[src/verilog/pcc_pkg.sv]
// Shared constants for the core clock control block.
package pcc_pkg;

    ////////////////////////////////////////////////////////////////////////////////////
    localparam logic [7:0] PCC_CTRL_ADDR = 8'hd7;
    localparam logic [7:0] PCC_CTRL_RESET = 8'h03;
    localparam int PCC_OSC_HALT_BIT = 7;
    localparam int PCC_LOCK_BIT = 6;
    localparam int PCC_EXT_ACCESS_BIT = 4;
    localparam int PCC_FAST_BIT = 3;
    localparam int PCC_CD_W = 3;
    localparam logic [PCC_CD_W-1:0] PCC_CD_RESET = PCC_CTRL_RESET[PCC_CD_W-1:0];
    localparam logic [PCC_CD_W-1:0] PCC_CD_FASTEST = 3'h0;

    ////////////////////////////////////////////////////////////////////////////////////
    localparam longint PCC_MCLK_HZ = 25000000;
    localparam longint PCC_XTAL_HZ = 32768;
    localparam longint PCC_PLL_MULT = 384;
    localparam longint PCC_PLL_HZ = PCC_XTAL_HZ * PCC_PLL_MULT;
    localparam int PCC_NCO_W = 24;
    localparam logic [PCC_NCO_W-1:0] PCC_NCO_STEP =
        PCC_NCO_W'((PCC_PLL_HZ << PCC_NCO_W) / PCC_MCLK_HZ);
    localparam int PCC_PER_W = 11;
    localparam logic [PCC_PER_W-1:0] PCC_XTAL_PER_CYC = PCC_PER_W'(PCC_MCLK_HZ / PCC_XTAL_HZ);
    localparam logic [PCC_PER_W-1:0] PCC_XTAL_TOL_CYC = PCC_PER_W'(PCC_MCLK_HZ / PCC_XTAL_HZ / 8);
    localparam logic [PCC_PER_W-1:0] PCC_LOSS_CYC = PCC_PER_W'(2 * PCC_MCLK_HZ / PCC_XTAL_HZ);
    localparam logic [2:0] PCC_LOCK_GOOD = 3'h4;
    localparam int PCC_DIV_CNT_W = 7;

    typedef enum logic [1:0] {PCC_ACQUIRE, PCC_LOCKED, PCC_RAILED} pcc_lock_e;

endpackage
[src/verilog/pcc_clock_control.sv]
// Loop clock, core divider, lock status and clock control register.
`timescale 1ns/1ns
module pcc_clock_control import pcc_pkg::*; (
    input wire logic mclk,
    input wire logic srst,
    input wire logic [7:0] sfr_addr,
    input wire logic sfr_wr,
    input wire logic sfr_rd,
    input wire logic [7:0] sfr_wdata,
    output logic [7:0] sfr_rdata,
    input wire logic xtal_in,
    input wire logic external_access_pin_n,
    input wire logic int_service,
    input wire logic power_down,
    output logic pll_tick,
    output logic core_tick,
    output logic mod_tick,
    output logic osc_run
);

    logic xtal_meta_q;
    logic xtal_sync_q;
    logic xtal_prev_q;
    logic xtal_edge;
    logic ext_access_meta_q;
    logic ext_access_sync_q;
    logic capture_q;
    logic latched_external_access_q;
    logic oscillator_halt_in_sleep_q;
    logic fast_interrupt_clock_q;
    logic [PCC_CD_W-1:0] core_divider_q;
    logic [PCC_CD_W-1:0] eff_div;
    logic [PCC_PER_W-1:0] per_q;
    logic [2:0] good_q;
    logic period_ok;
    logic lock_bit;
    logic [PCC_NCO_W:0] nco_sum;
    logic [PCC_NCO_W-1:0] nco_q;
    logic ctrl_hit;
    logic [7:0] ctrl_value;
    pcc_lock_e lock_q;

    ////////////////////////////////////////////////////////////////////////////////////
    // Pin synchronisers.
    always_ff @(posedge mclk) begin
        if (srst) begin
            xtal_meta_q <= 1'b0;
            xtal_sync_q <= 1'b0;
            xtal_prev_q <= 1'b0;
        end else begin
            xtal_meta_q <= xtal_in;
            xtal_sync_q <= xtal_meta_q;
            xtal_prev_q <= xtal_sync_q;
        end
    end

    assign xtal_edge = xtal_sync_q && !xtal_prev_q;

    // The pin stages run through reset so that the capture sees a settled level.
    always_ff @(posedge mclk) begin
        ext_access_meta_q <= external_access_pin_n;
        ext_access_sync_q <= ext_access_meta_q;
    end

    ////////////////////////////////////////////////////////////////////////////////////
    // The pin level is caught in the cycle after reset releases and then held.
    always_ff @(posedge mclk) begin
        if (srst) begin
            capture_q <= 1'b1;
            latched_external_access_q <= 1'b0;
        end else begin
            capture_q <= 1'b0;
            if (capture_q) begin
                latched_external_access_q <= ext_access_sync_q;
            end
        end
    end

    ////////////////////////////////////////////////////////////////////////////////////
    // Crystal period measurement and lock tracking.
    always_ff @(posedge mclk) begin
        if (srst || xtal_edge) begin
            per_q <= '0;
        end else if (per_q != PCC_LOSS_CYC) begin
            per_q <= per_q + 1'b1;
        end
    end

    assign period_ok = (per_q >= PCC_XTAL_PER_CYC - PCC_XTAL_TOL_CYC) &&
                       (per_q <= PCC_XTAL_PER_CYC + PCC_XTAL_TOL_CYC);

    always_ff @(posedge mclk) begin
        if (srst) begin
            lock_q <= PCC_ACQUIRE;
            good_q <= '0;
        end else begin
            case (lock_q)
                PCC_ACQUIRE: begin
                    if (xtal_edge) begin
                        good_q <= period_ok ? good_q + 1'b1 : 3'h0;
                        if (period_ok && good_q == PCC_LOCK_GOOD - 1'b1) begin
                            lock_q <= PCC_LOCKED;
                        end
                    end
                end
                PCC_LOCKED: begin
                    if (per_q == PCC_LOSS_CYC) begin
                        lock_q <= PCC_RAILED;
                    end
                end
                PCC_RAILED: begin
                    lock_q <= PCC_RAILED;
                end
                default: begin
                    lock_q <= PCC_ACQUIRE;
                end
            endcase
        end
    end

    assign lock_bit = (lock_q == PCC_LOCKED);

    ////////////////////////////////////////////////////////////////////////////////////
    // Loop output as a tick stream at the multiplied crystal rate.
    assign nco_sum = {1'b0, nco_q} + {1'b0, PCC_NCO_STEP};

    always_ff @(posedge mclk) begin
        if (srst) begin
            nco_q <= '0;
            pll_tick <= 1'b0;
        end else if (lock_q == PCC_RAILED) begin
            pll_tick <= 1'b0;
        end else begin
            nco_q <= nco_sum[PCC_NCO_W-1:0];
            pll_tick <= nco_sum[PCC_NCO_W];
        end
    end

    always_ff @(posedge mclk) begin
        if (srst) begin
            mod_tick <= 1'b0;
        end else begin
            mod_tick <= xtal_edge;
        end
    end

    always_ff @(posedge mclk) begin
        if (srst) begin
            osc_run <= 1'b1;
        end else begin
            osc_run <= !(power_down && oscillator_halt_in_sleep_q);
        end
    end

    ////////////////////////////////////////////////////////////////////////////////////
    // Clock control register.
    assign ctrl_hit = (sfr_addr == PCC_CTRL_ADDR);

    always_ff @(posedge mclk) begin
        if (srst) begin
            oscillator_halt_in_sleep_q <= PCC_CTRL_RESET[PCC_OSC_HALT_BIT];
            fast_interrupt_clock_q <= PCC_CTRL_RESET[PCC_FAST_BIT];
            core_divider_q <= PCC_CD_RESET;
        end else if (sfr_wr && ctrl_hit) begin
            oscillator_halt_in_sleep_q <= sfr_wdata[PCC_OSC_HALT_BIT];
            fast_interrupt_clock_q <= sfr_wdata[PCC_FAST_BIT];
            core_divider_q <= sfr_wdata[PCC_CD_W-1:0];
        end
    end

    // Lock and latched pin bits come from status only, so writes leave them alone.
    always_comb begin
        ctrl_value = 8'h00;
        ctrl_value[PCC_OSC_HALT_BIT] = oscillator_halt_in_sleep_q;
        ctrl_value[PCC_LOCK_BIT] = lock_bit;
        ctrl_value[PCC_EXT_ACCESS_BIT] = latched_external_access_q;
        ctrl_value[PCC_FAST_BIT] = fast_interrupt_clock_q;
        ctrl_value[PCC_CD_W-1:0] = core_divider_q;
    end

    always_ff @(posedge mclk) begin
        if (srst) begin
            sfr_rdata <= 8'h00;
        end else if (sfr_rd) begin
            sfr_rdata <= ctrl_hit ? ctrl_value : 8'h00;
        end
    end

    ////////////////////////////////////////////////////////////////////////////////////
    // Core clock enable.
    assign eff_div = (fast_interrupt_clock_q && int_service) ?
        PCC_CD_FASTEST : core_divider_q;

    pcc_core_divider u_div (
        .mclk(mclk),
        .srst(srst),
        .pll_tick(pll_tick),
        .div_sel(eff_div),
        .core_tick(core_tick)
    );
endmodule

[src/verilog/pcc_core_divider.sv]
// Binary divider that turns loop ticks into core clock enables.
`timescale 1ns/1ns
module pcc_core_divider import pcc_pkg::*; #(
    parameter int CNT_W = PCC_DIV_CNT_W
) (
    input wire logic mclk,
    input wire logic srst,
    input wire logic pll_tick,
    input wire logic [PCC_CD_W-1:0] div_sel,
    output logic core_tick
);

    logic [CNT_W-1:0] cnt_q;
    logic [CNT_W-1:0] mask;

    ////////////////////////////////////////////////////////////////////////////////////
    // The tick fires when the low field bits of the count are zero.
    assign mask = CNT_W'((8'h01 << div_sel) - 8'h01);

    always_ff @(posedge mclk) begin
        if (srst) begin
            cnt_q <= '0;
        end else if (pll_tick) begin
            cnt_q <= cnt_q + 1'b1;
        end
    end

    always_ff @(posedge mclk) begin
        if (srst) begin
            core_tick <= 1'b0;
        end else begin
            core_tick <= pll_tick && ((cnt_q & mask) == '0);
        end
    end
endmodule

[config.mk]
export PLATFORM = sky130hd
export DESIGN_NAME = pcc_clock_control
export DESIGN_NICKNAME = d
export VERILOG_FILES = /design/src/verilog/pcc_pkg.sv /design/src/verilog/pcc_clock_control.sv /design/src/verilog/pcc_core_divider.sv
export SDC_FILE = /design/constraint.sdc
export NUM_CORES = 1
export LEC_CHECK = 0
export BUFFER_PORTS_ARGS = -buffer_cell sky130_fd_sc_hd__buf_2
export CAP_MARGIN = 20
export CORE_AREA = 5 5 87 89
export DETAILED_ROUTE_END_ITERATION = 6
export DIE_AREA = 0 0 92 94
export PLACE_DENSITY = 0.69
export SYNTH_ARGS = -nofsm -noshare
export SYNTH_HDL_FRONTEND = slang
export SYNTH_SLANG_ARGS = --single-unit
export TNS_END_PERCENT = 10
[constraint.sdc]
create_clock -name mclk -period 3.7 [get_ports mclk]
set_input_delay 0.185 -clock mclk [delete_from_list [all_inputs] [get_ports mclk]]
set_output_delay 0.185 -clock mclk [all_outputs]
set_load 0.01 [all_outputs]
==> out/results.ini, run 1 <==
[clock_tree]
clk_transition_reported_paths_ps=70
cts.repair.resized=0
cts_root_buf=clkbuf_8
cts_tree=done
cts_buffers=9
clk_latency_ps=340
clock-sinks=70
htreeDepth=3
clockBufferDepth=2

[place]
dp_cells=466
port_buffers=31
place.gp.congestion=0.842
hpwl_um=4050

[detailed_routing]
viasPerCell=5.29
drtPass1Iterations=4
totalWireLength_um=5850
drt_iter0_markers=107
drc=0
drtAntennaViolNets=0
dr_total_vias=2555
detail_route.wl_per_cell_um=12.1

[yosys]
ys_seq_area_share_pct=43.5
syn_inst=369
ys_types=52
synth_top_area_share_pct=43.5
yosysWarnings=0
synth_area_um2=3220
ys_seq_elements=70
synth_flop_cell=dfxtp_1
syn_area_per_cell_um2=8.73
yosysTopAreaCell=dfxtp_1
syn-num-nets=403
synthTopCellsByArea=dfxtp_1, nor2_1, xnor2_1
synth_commonest_cells=dfxtp_1, nor2_1, nand2_1, a21oi_1, xnor2_1
yosysMostFrequentCell=dfxtp_1
synth_edf_count=0
async_flop_share_pct=0

[finish]
drive_gt1_share_pct=14.9
area_growth_pct=14.2
diodes=0
layout.nets=432
layout.cells.non_filler=483

[grt]
grt_antenna_before_repair=0
grt_overflow=0
grt_pass1_vias=2434
grt_first_pass_wirelength_um=10500
grt_start_max_net_pins=37
track_usage_pct=14.6

[power]
vdd_drop_max_mv=0.336
power.density_nw_per_um2=496
p_leak_uw=0.00145

[status]
outcome=complete, no violations

[critical_path]
r2r_start=lock_q[0]$_SDFFE_PP0P_
crit_path_start_kind=register
r2r_setup_slack_ps=1660
cp.required_ps=3970
path_max_fanout=17
crit_path_end_kind=register
reg2reg_depth=7
crit_type=register to register
r2r-end=nco_q[19]$_SDFFE_PP0N_
arrival_ps=2310

[sta]
setup_viol=0
rsz0062_at_grt=no
worst_pin_slew_ps=622
clock.fmax_mhz=490
finalCritPeriodShare_pct=55.2
skew_ps=10.2
hold_violations=0
slew_viol_final=0
period_minus_slack_ps=2040
maxSlewHeadroom_pct=58.5
worst_hold_slack_ps=32.6
fin_setup_tns_ps=0

[hold_path]
worstHoldStart=power_down
whs_path_depth=2
hold_class=input port to register
hold_path_end=osc_run$_SDFF_PP1_

[floorplanning]
floorplan.die_area_um2=8650
die_h_um=94
io_pins=36
core_um2=6680
start_util_pct=48.2
die_w_um=92
rows=30

[flow_run]
drv_cap=0

metal layers:
layer | wire length, µm | up-vias | GRT usage [%]
met5 | 0 | - | 0
met4 | 63 | 0 | 6.19
met3 | 270 | 8 | 4.17
met2 | 2520 | 50 | 22.7
met1 | 3000 | 1156 | 18.9
li1 | - | 1341 | -
worst max-delay path by stage:
| stage | slack (ps) | to | depth (start not counted) | from |
|---|---|---|---|---|
| CTS | 1660 | nco_q[19]$_SDFFE_PP0N_ | 7 | lock_q[0]$_SDFFE_PP0P_ |
| floorplan | 1960 | lock_q[1]$_SDFFE_PP0P_ | 7 | per_q[1]$_SDFFE_PP0N_ |
| detailed placement | 1660 | nco_q[19]$_SDFFE_PP0N_ | 7 | lock_q[0]$_SDFFE_PP0P_ |
| global route | 1410 | nco_q[19]$_SDFFE_PP0N_ | 7 | lock_q[0]$_SDFFE_PP0P_ |
| finish | 1660 | nco_q[19]$_SDFFE_PP0N_ | 7 | lock_q[0]$_SDFFE_PP0P_ |
| global placement | 1700 | nco_q[19]$_SDFFE_PP0N_ | 7 | lock_q[0]$_SDFFE_PP0P_ |
layout by cell type (no fill, tap or decap), drive strengths merged, types with 7 or more instances in the layout:
cell type,instances
mux2i,8
dfxtp,70
a21oi,27
xnor2,15
a211oi,7
ha,10
nor2,53
inv,13
nor2b,13
buf,32
clkbuf,9
or3,10
o21ai,14
xor2,14
nand2,27
o211ai,8
nand3,11
sequential cells by signal, summed over array words and instances (netlist names):
signal	count
u_div.cnt_q	7
lock_q	2
latched_external_access_q	1
osc_run	1
u_div.core_tick	1
capture_q	1
xtal_meta_q	1
fast_interrupt_clock_q	1
core_divider_q	3
oscillator_halt_in_sleep_q	1
per_q	11
good_q	3
ext_access_meta_q	1
mod_tick	1
sfr_rdata	7
pll_tick	1
xtal_sync_q	1
xtal_prev_q	1
ext_access_sync_q	1
nco_q	24
layout make-up:
cell class	count	area [µm²]
Fill cell	606	3000
Multi-Input combinational cell	272	1710
Sequential cell	70	1400
Timing Repair Buffer	33	173
Clock buffer	9	124
Clock inverter	7	121
Tap cell	80	100
Inverter	12	45.0
repair_timing:
item,in CTS,in global routing
buffers inserted,0,0
hold buffers,1,0
endpoints found under the hold margin,1,0
metrics by stage:
| stage | power, µW | cell area, µm² | utilization [%] | setup WS (ps) |
|---|---|---|---|---|
| floorplan | 1050 | 3220 | - | 1960 |
| global placement | 1090 | 3420 | 51.2 | 1700 |
| detailed placement | 1090 | 3420 | 51.2 | 1660 |
| CTS | 1850 | 3680 | 55.1 | 1660 |
| global route | 1920 | 3680 | 55.1 | 1410 |
| finish | 1820 | 3680 | 55.1 | 1660 |
power breakdown:
group / total [µW] / internal (µW) / switching, µW
combinational: 213 / 97.7 / 115
sequential: 868 / 805 / 62.8
clock: 744 / 451 / 293
cell families (layout without fill, tap and decap cells):
family                   after synthesis  in the layout  share of synthesized area [%]
AND/OR/NAND/NOR                      145            145                           22.4
AO/OA/AOI/OAI                         79             79                           16.5
flip-flops                            70             70                           43.5
XOR/XNOR                              29             29                           7.88
buffers and inverters                 27             61                           3.30
adder cells (fa/ha/maj)               10             10                           3.88
multiplexers                           8              8                           2.49
other                                  1              1                          0.116
critical path, cell delays in order (launching register included):
cell      delay, ps
dfxtp_1         340
inv_1            70
ha_1            410
nand2b_1        300
nor2b_1         250
nand3_1         120
or3_1           350
a21oi_1         140
(Power assumes the default switching activity.)
==> run 2: changes to the inputs <==
clock period = 2.1 ns   (was 3.7 ns; I/O delays follow)
==> run 2 against run 1 <==
Against the previous run:
- critical path depth up 1
- register-to-register slack worse by 1500 ps
- routed wire length up 5.0%
- final cell count up 2.3%
- die area unchanged
- combinational power up 86%
- cell area up 1.6%
- worst setup slack worse by 1500 ps
- sequential share of layout area down 0.59 points
- clock-buffer cell count up 3
- core utilization up 0.86 points
- largest power group unchanged
==> out/results.ini, run 2 (synthesis results as in run 1) <==
[power]
p_leak_uw=0.00148
total_power_uw=3030
vdd_drop_max_mv=0.625
power.density_nw_per_um2=811

[flow_run]
drv_cap=0

[critical_path]
r2r_start=per_q[1]$_SDFFE_PP0N_
crit_path_end_kind=register
critical-path-top-delay-family=compound AO/OA/AOI/OAI gates
path_max_fanout=6
cp.required_ps=2330
crit_path_start_kind=register
crit_type=register to register
crit_start=per_q[1]$_SDFFE_PP0N_
slowest_delay_ps=410
crit_chain=inv_1, ha_1, o21bai_1, a221o_1, a22oi_1, buf_4, o32a_1, o211ai_1
path_buf_inv=2
arrival_ps=2130
cp_slowest_cell=dfxtp_1

[floorplanning]
io_pins=36
floorplan.die_area_um2=8650
die_h_um=94
rows=30
start_util_pct=48.2
core_um2=6680
die_w_um=92

[sta]
fin_ws_ps=203
period_minus_slack_ps=1900
clock.fmax_mhz=527
setup_viol=0
finalCritPeriodShare_pct=90.4
slew_viol_final=0
fin_setup_tns_ps=0
rsz0062_at_grt=no
hold_violations=0
worst_hold_slack_ps=170
skew_ps=7.00

[place]
place.gp.congestion=0.805
port_buffers=31
hpwl_um=4140
dp_cells=469
pre_cts_ws_ps=226

[detailed_routing]
drtAntennaViolNets=0
dr_total_vias=2597
drc=0
totalWireLength_um=6150
detail_route.wl_per_cell_um=12.4
drt_iter0_markers=98
viasPerCell=5.26
drtPass1Iterations=4

[clock_tree]
cts.repair.resized=0
clockBufferDepth=2
clk_transition_reported_paths_ps=70
clk_latency_ps=350
post_cts_buffers=0
cts_root_buf=clkbuf_8
cts_tree=done
clock-sinks=70
htreeDepth=3
cts_hold_buf=9
cts_buffers=9

[finish]
layout_commonest_cell=dfxtp_1
diodes=0
seq_area_um2=1400
top_regs=nco_q x24, per_q x11
largest_register=nco_q
multi_input_area_um2=1710
nFillCells=608
layout_common_cells=dfxtp_1, nor2_1, buf_2
layout.nets=443
area_growth_pct=16.0
layout.cells.non_filler=494
drive_gt1_share_pct=15.0
largest_reg_flops=24

[grt]
grt_start_max_net_pins=48
grt_first_pass_wirelength_um=11100
grt_overflow=0
grt_pass1_vias=2561
track_usage_pct=15.9
grt_antenna_before_repair=0

[status]
outcome=complete, no violations

[hold_path]
hold_class=input port to register
worstHoldStart=int_service

run 2: per-layer routing:
metal	part of all wire, %	global-route usage (%)
met3	5.1	6.65
met1	50	19.2
met2	44	25.4
met4	1.3	5.32
met5	0	0
run 2: worst paths after layout:
kind | end | slack (ps) | cells after the start
setup reg to reg | lock_q[1]$_SDFFE_PP0P_ | 200 | 8
hold / removal | u_div.core_tick$_SDFF_PP0_ | 170 | 5
hold reg to reg | ext_access_sync_q$_DFF_P_ | 330 | 0
setup / recovery | lock_q[1]$_SDFFE_PP0P_ | 200 | 8
run 2: area by class of cell:
type,instances,area share [%]
Inverter,12,1.21
Timing Repair Buffer,44,7.37
Tap cell,80,2.68
Clock inverter,4,1.21
Multi-Input combinational cell,272,45.9
Sequential cell,70,37.5
Clock buffer,12,4.15
run 2: worst reg2reg max path, stage by stage, from the launching register on:
cell,delay (ps)
dfxtp_1,410
inv_1,70
ha_1,220
o21bai_1,170
a221o_1,320
a22oi_1,180
buf_4,180
o32a_1,150
o211ai_1,90
run 2: power breakdown:
| part | leakage [µW] | switching (µW) | internal (µW) | total [µW] |
|---|---|---|---|---|
| Clock | 0.000106 | 491 | 608 | 1100 |
| Sequential | 0.000572 | 114 | 1420 | 1530 |
| Combinational | 0.000806 | 214 | 183 | 397 |
| Total | 0.00148 | 820 | 2210 | 3030 |
run 2: per-stage QoR:
step	instance area, µm²	util, %
after floorplan	3220	-
after detailed placement	3450	51.6
after CTS	3740	55.9
after global placement	3450	51.6
final	3740	55.9
after global routing	3740	55.9
==> run 3: changes to the inputs <==
--- a/config.mk
+++ b/config.mk
@@ -8,7 +8,8 @@
 export BUFFER_PORTS_ARGS = -buffer_cell sky130_fd_sc_hd__buf_2
 export CAP_MARGIN = 20
-export CORE_AREA = 5 5 87 89
+export CORE_AREA = 2 2 84 86
 export DETAILED_ROUTE_END_ITERATION = 6
-export DIE_AREA = 0 0 92 94
+export DIE_AREA = 0 0 86 88
+export HOLD_SLACK_MARGIN = 0.15
 export PLACE_DENSITY = 0.69
 export SYNTH_ARGS = -nofsm -noshare
==> constraint.sdc (replaced) <==
create_clock -name mclk -period 2.1 [get_ports mclk]
set_input_delay 0.21 -clock mclk [delete_from_list [all_inputs] [get_ports mclk]]
set_output_delay 0.21 -clock mclk [all_outputs]
set_load 0.01 [all_outputs]
==> run 3 against run 2 <==
Against the previous run:
- sequential share of layout area decreased by 0.15 points
- fmax decreased by 0.50%
- via count is 0.15% lower
- sequential power hardly changed
- register-to-register slack is essentially flat
- power increased by 2.8%
- combinational power shrank 1%
- clock-buffer cell count shrank 3
- first-iteration DRC count up 2.0%
- final cell count is 0.20% lower
- largest cell class unchanged
==> out/results.ini, run 3 (synthesis results as in run 1) <==
[clock_tree]
clk_transition_reported_paths_ps=80
cts.repair.resized=0
clockBufferDepth=2
cts_root_buf=clkbuf_8
post_cts_buffers=0
clock-sinks=70
cts_tree=done
cts_hold_buf=9
htreeDepth=3
cts_buffers=9
clk_latency_ps=350

[critical_path]
cp.required_ps=2380
crit_start=per_q[0]$_SDFFE_PP0N_
arrival_ps=2180
crit_path_start_kind=register
path_max_fanout=6
r2r_start=per_q[0]$_SDFFE_PP0N_
crit_path_end_kind=register
crit_type=register to register

[place]
place.gp.congestion=0.853
port_buffers=31
pre_cts_ws_ps=205
hpwl_um=4110

[grt]
grt_antenna_before_repair=0
grt_start_max_net_pins=47
track_usage_pct=17.2
grt_overflow=0
grt_pass1_vias=2401
grt_first_pass_wirelength_um=10400

[power]
vdd_drop_max_mv=0.498
p_int_uw=2270
pwr-share-comb_pct=12.6
p_sw_uw=842
p_leak_uw=0.00148
power.density_nw_per_um2=830
sw_frac_of_total_pct=27.0
p_clk_share_pct=38.4
power.share.sequential_pct=49.0

[hold_path]
hold_class=input port to register
worstHoldStart=sfr_rd

[finish]
largest_register=nco_q
layout_commonest_cell=dfxtp_1
layout.nets=442
multi_input_area_um2=1710
diodes=0
drive_gt1_share_pct=15.0
top_regs=nco_q x24, per_q x11
nFillCells=613
layout_common_cells=dfxtp_1, nor2_1, buf_2
largest_reg_flops=24
area_growth_pct=16.4
seq_area_um2=1400

[sta]
fin_ws_ps=193
fin_setup_tns_ps=0
finalCritPeriodShare_pct=90.8
clock.fmax_mhz=524
slew_viol_final=0
hold_violations=0
maxSlewHeadroom_pct=64.2
worst_hold_slack_ps=257
rsz0062_at_grt=no
setup_viol=0
skew_ps=14.2
period_minus_slack_ps=1910
worst_pin_slew_ps=537

[floorplanning]
die_h_um=88
floorplan.die_area_um2=7570
start_util_pct=48.5
die_w_um=86
core_um2=6640
rows=30
io_pins=36

[detailed_routing]
drtPass1Iterations=4
totalWireLength_um=6110
dr_total_vias=2593
viasPerCell=5.26
drtAntennaViolNets=0
drt_iter0_markers=100
drc=0
detail_route.wl_per_cell_um=12.4

[status]
outcome=complete, no violations

[flow_run]
drv_cap=0

[run 3: cell type report]
cell class                 count  area share [%]
sequential                    70            37.4
tap                           80            2.67
timing repair buffer          43            7.14
clock buffer                   9            3.30
clock inverter                 7            2.64
multi-input combinational    272            45.7
inverter                      12            1.20
[run 3: power by group through the flow]
| stage | Sequential [µW] | Clock [µW] | Combinational [µW] |
|---|---|---|---|
| global route | 1550 | 1300 | 446 |
| detailed placement | 1550 | 0 | 376 |
| finish | 1530 | 1200 | 392 |
| global placement | 1550 | 0 | 370 |
| CTS | 1530 | 1220 | 394 |
| floorplan | 1520 | 0 | 327 |
[run 3: stage by stage]
stage / power (µW) / utilization, % / instance area, µm² / std cells
CTS: 3140 / 56.5 / 3750 / 493
detailed placement: 1930 / 51.8 / 3440 / 468
global placement: 1920 / 51.8 / 3440 / 468
finish: 3110 / 56.5 / 3750 / 493
floorplan: 1840 / - / 3220 / 369
global route: 3290 / 56.5 / 3750 / 493
[run 3: path summary, 6_finish.rpt]
check                                            endpoint  depth (start not counted)  slack (ps)
worst min-delay path            sfr_rdata[1]$_SDFFE_PP0P_                          4         260
worst max register to register     good_q[1]$_SDFFE_PP0P_                          7         190
worst max-delay path               good_q[1]$_SDFFE_PP0P_                          7         190
worst min register to register  ext_access_sync_q$_DFF_P_                          0         330
[run 3: worst max-delay path: stages, from the launching register on]
cell      delay (ps)
dfxtp_1          440
ha_1             270
a211oi_1          60
o211ai_1         190
a22oi_1          120
buf_4            170
or3b_2           460
a21oi_1          140
[run 3: per-layer routing]
metal | vias up | GRT usage [%] | part of all wire [%]
met4 | 0 | 8.95 | 2.2
met5 | - | 0 | 0
li1 | 1366 | - | -
met1 | 1167 | 21.6 | 49
met3 | 12 | 3.77 | 4.0
met2 | 48 | 27.8 | 45
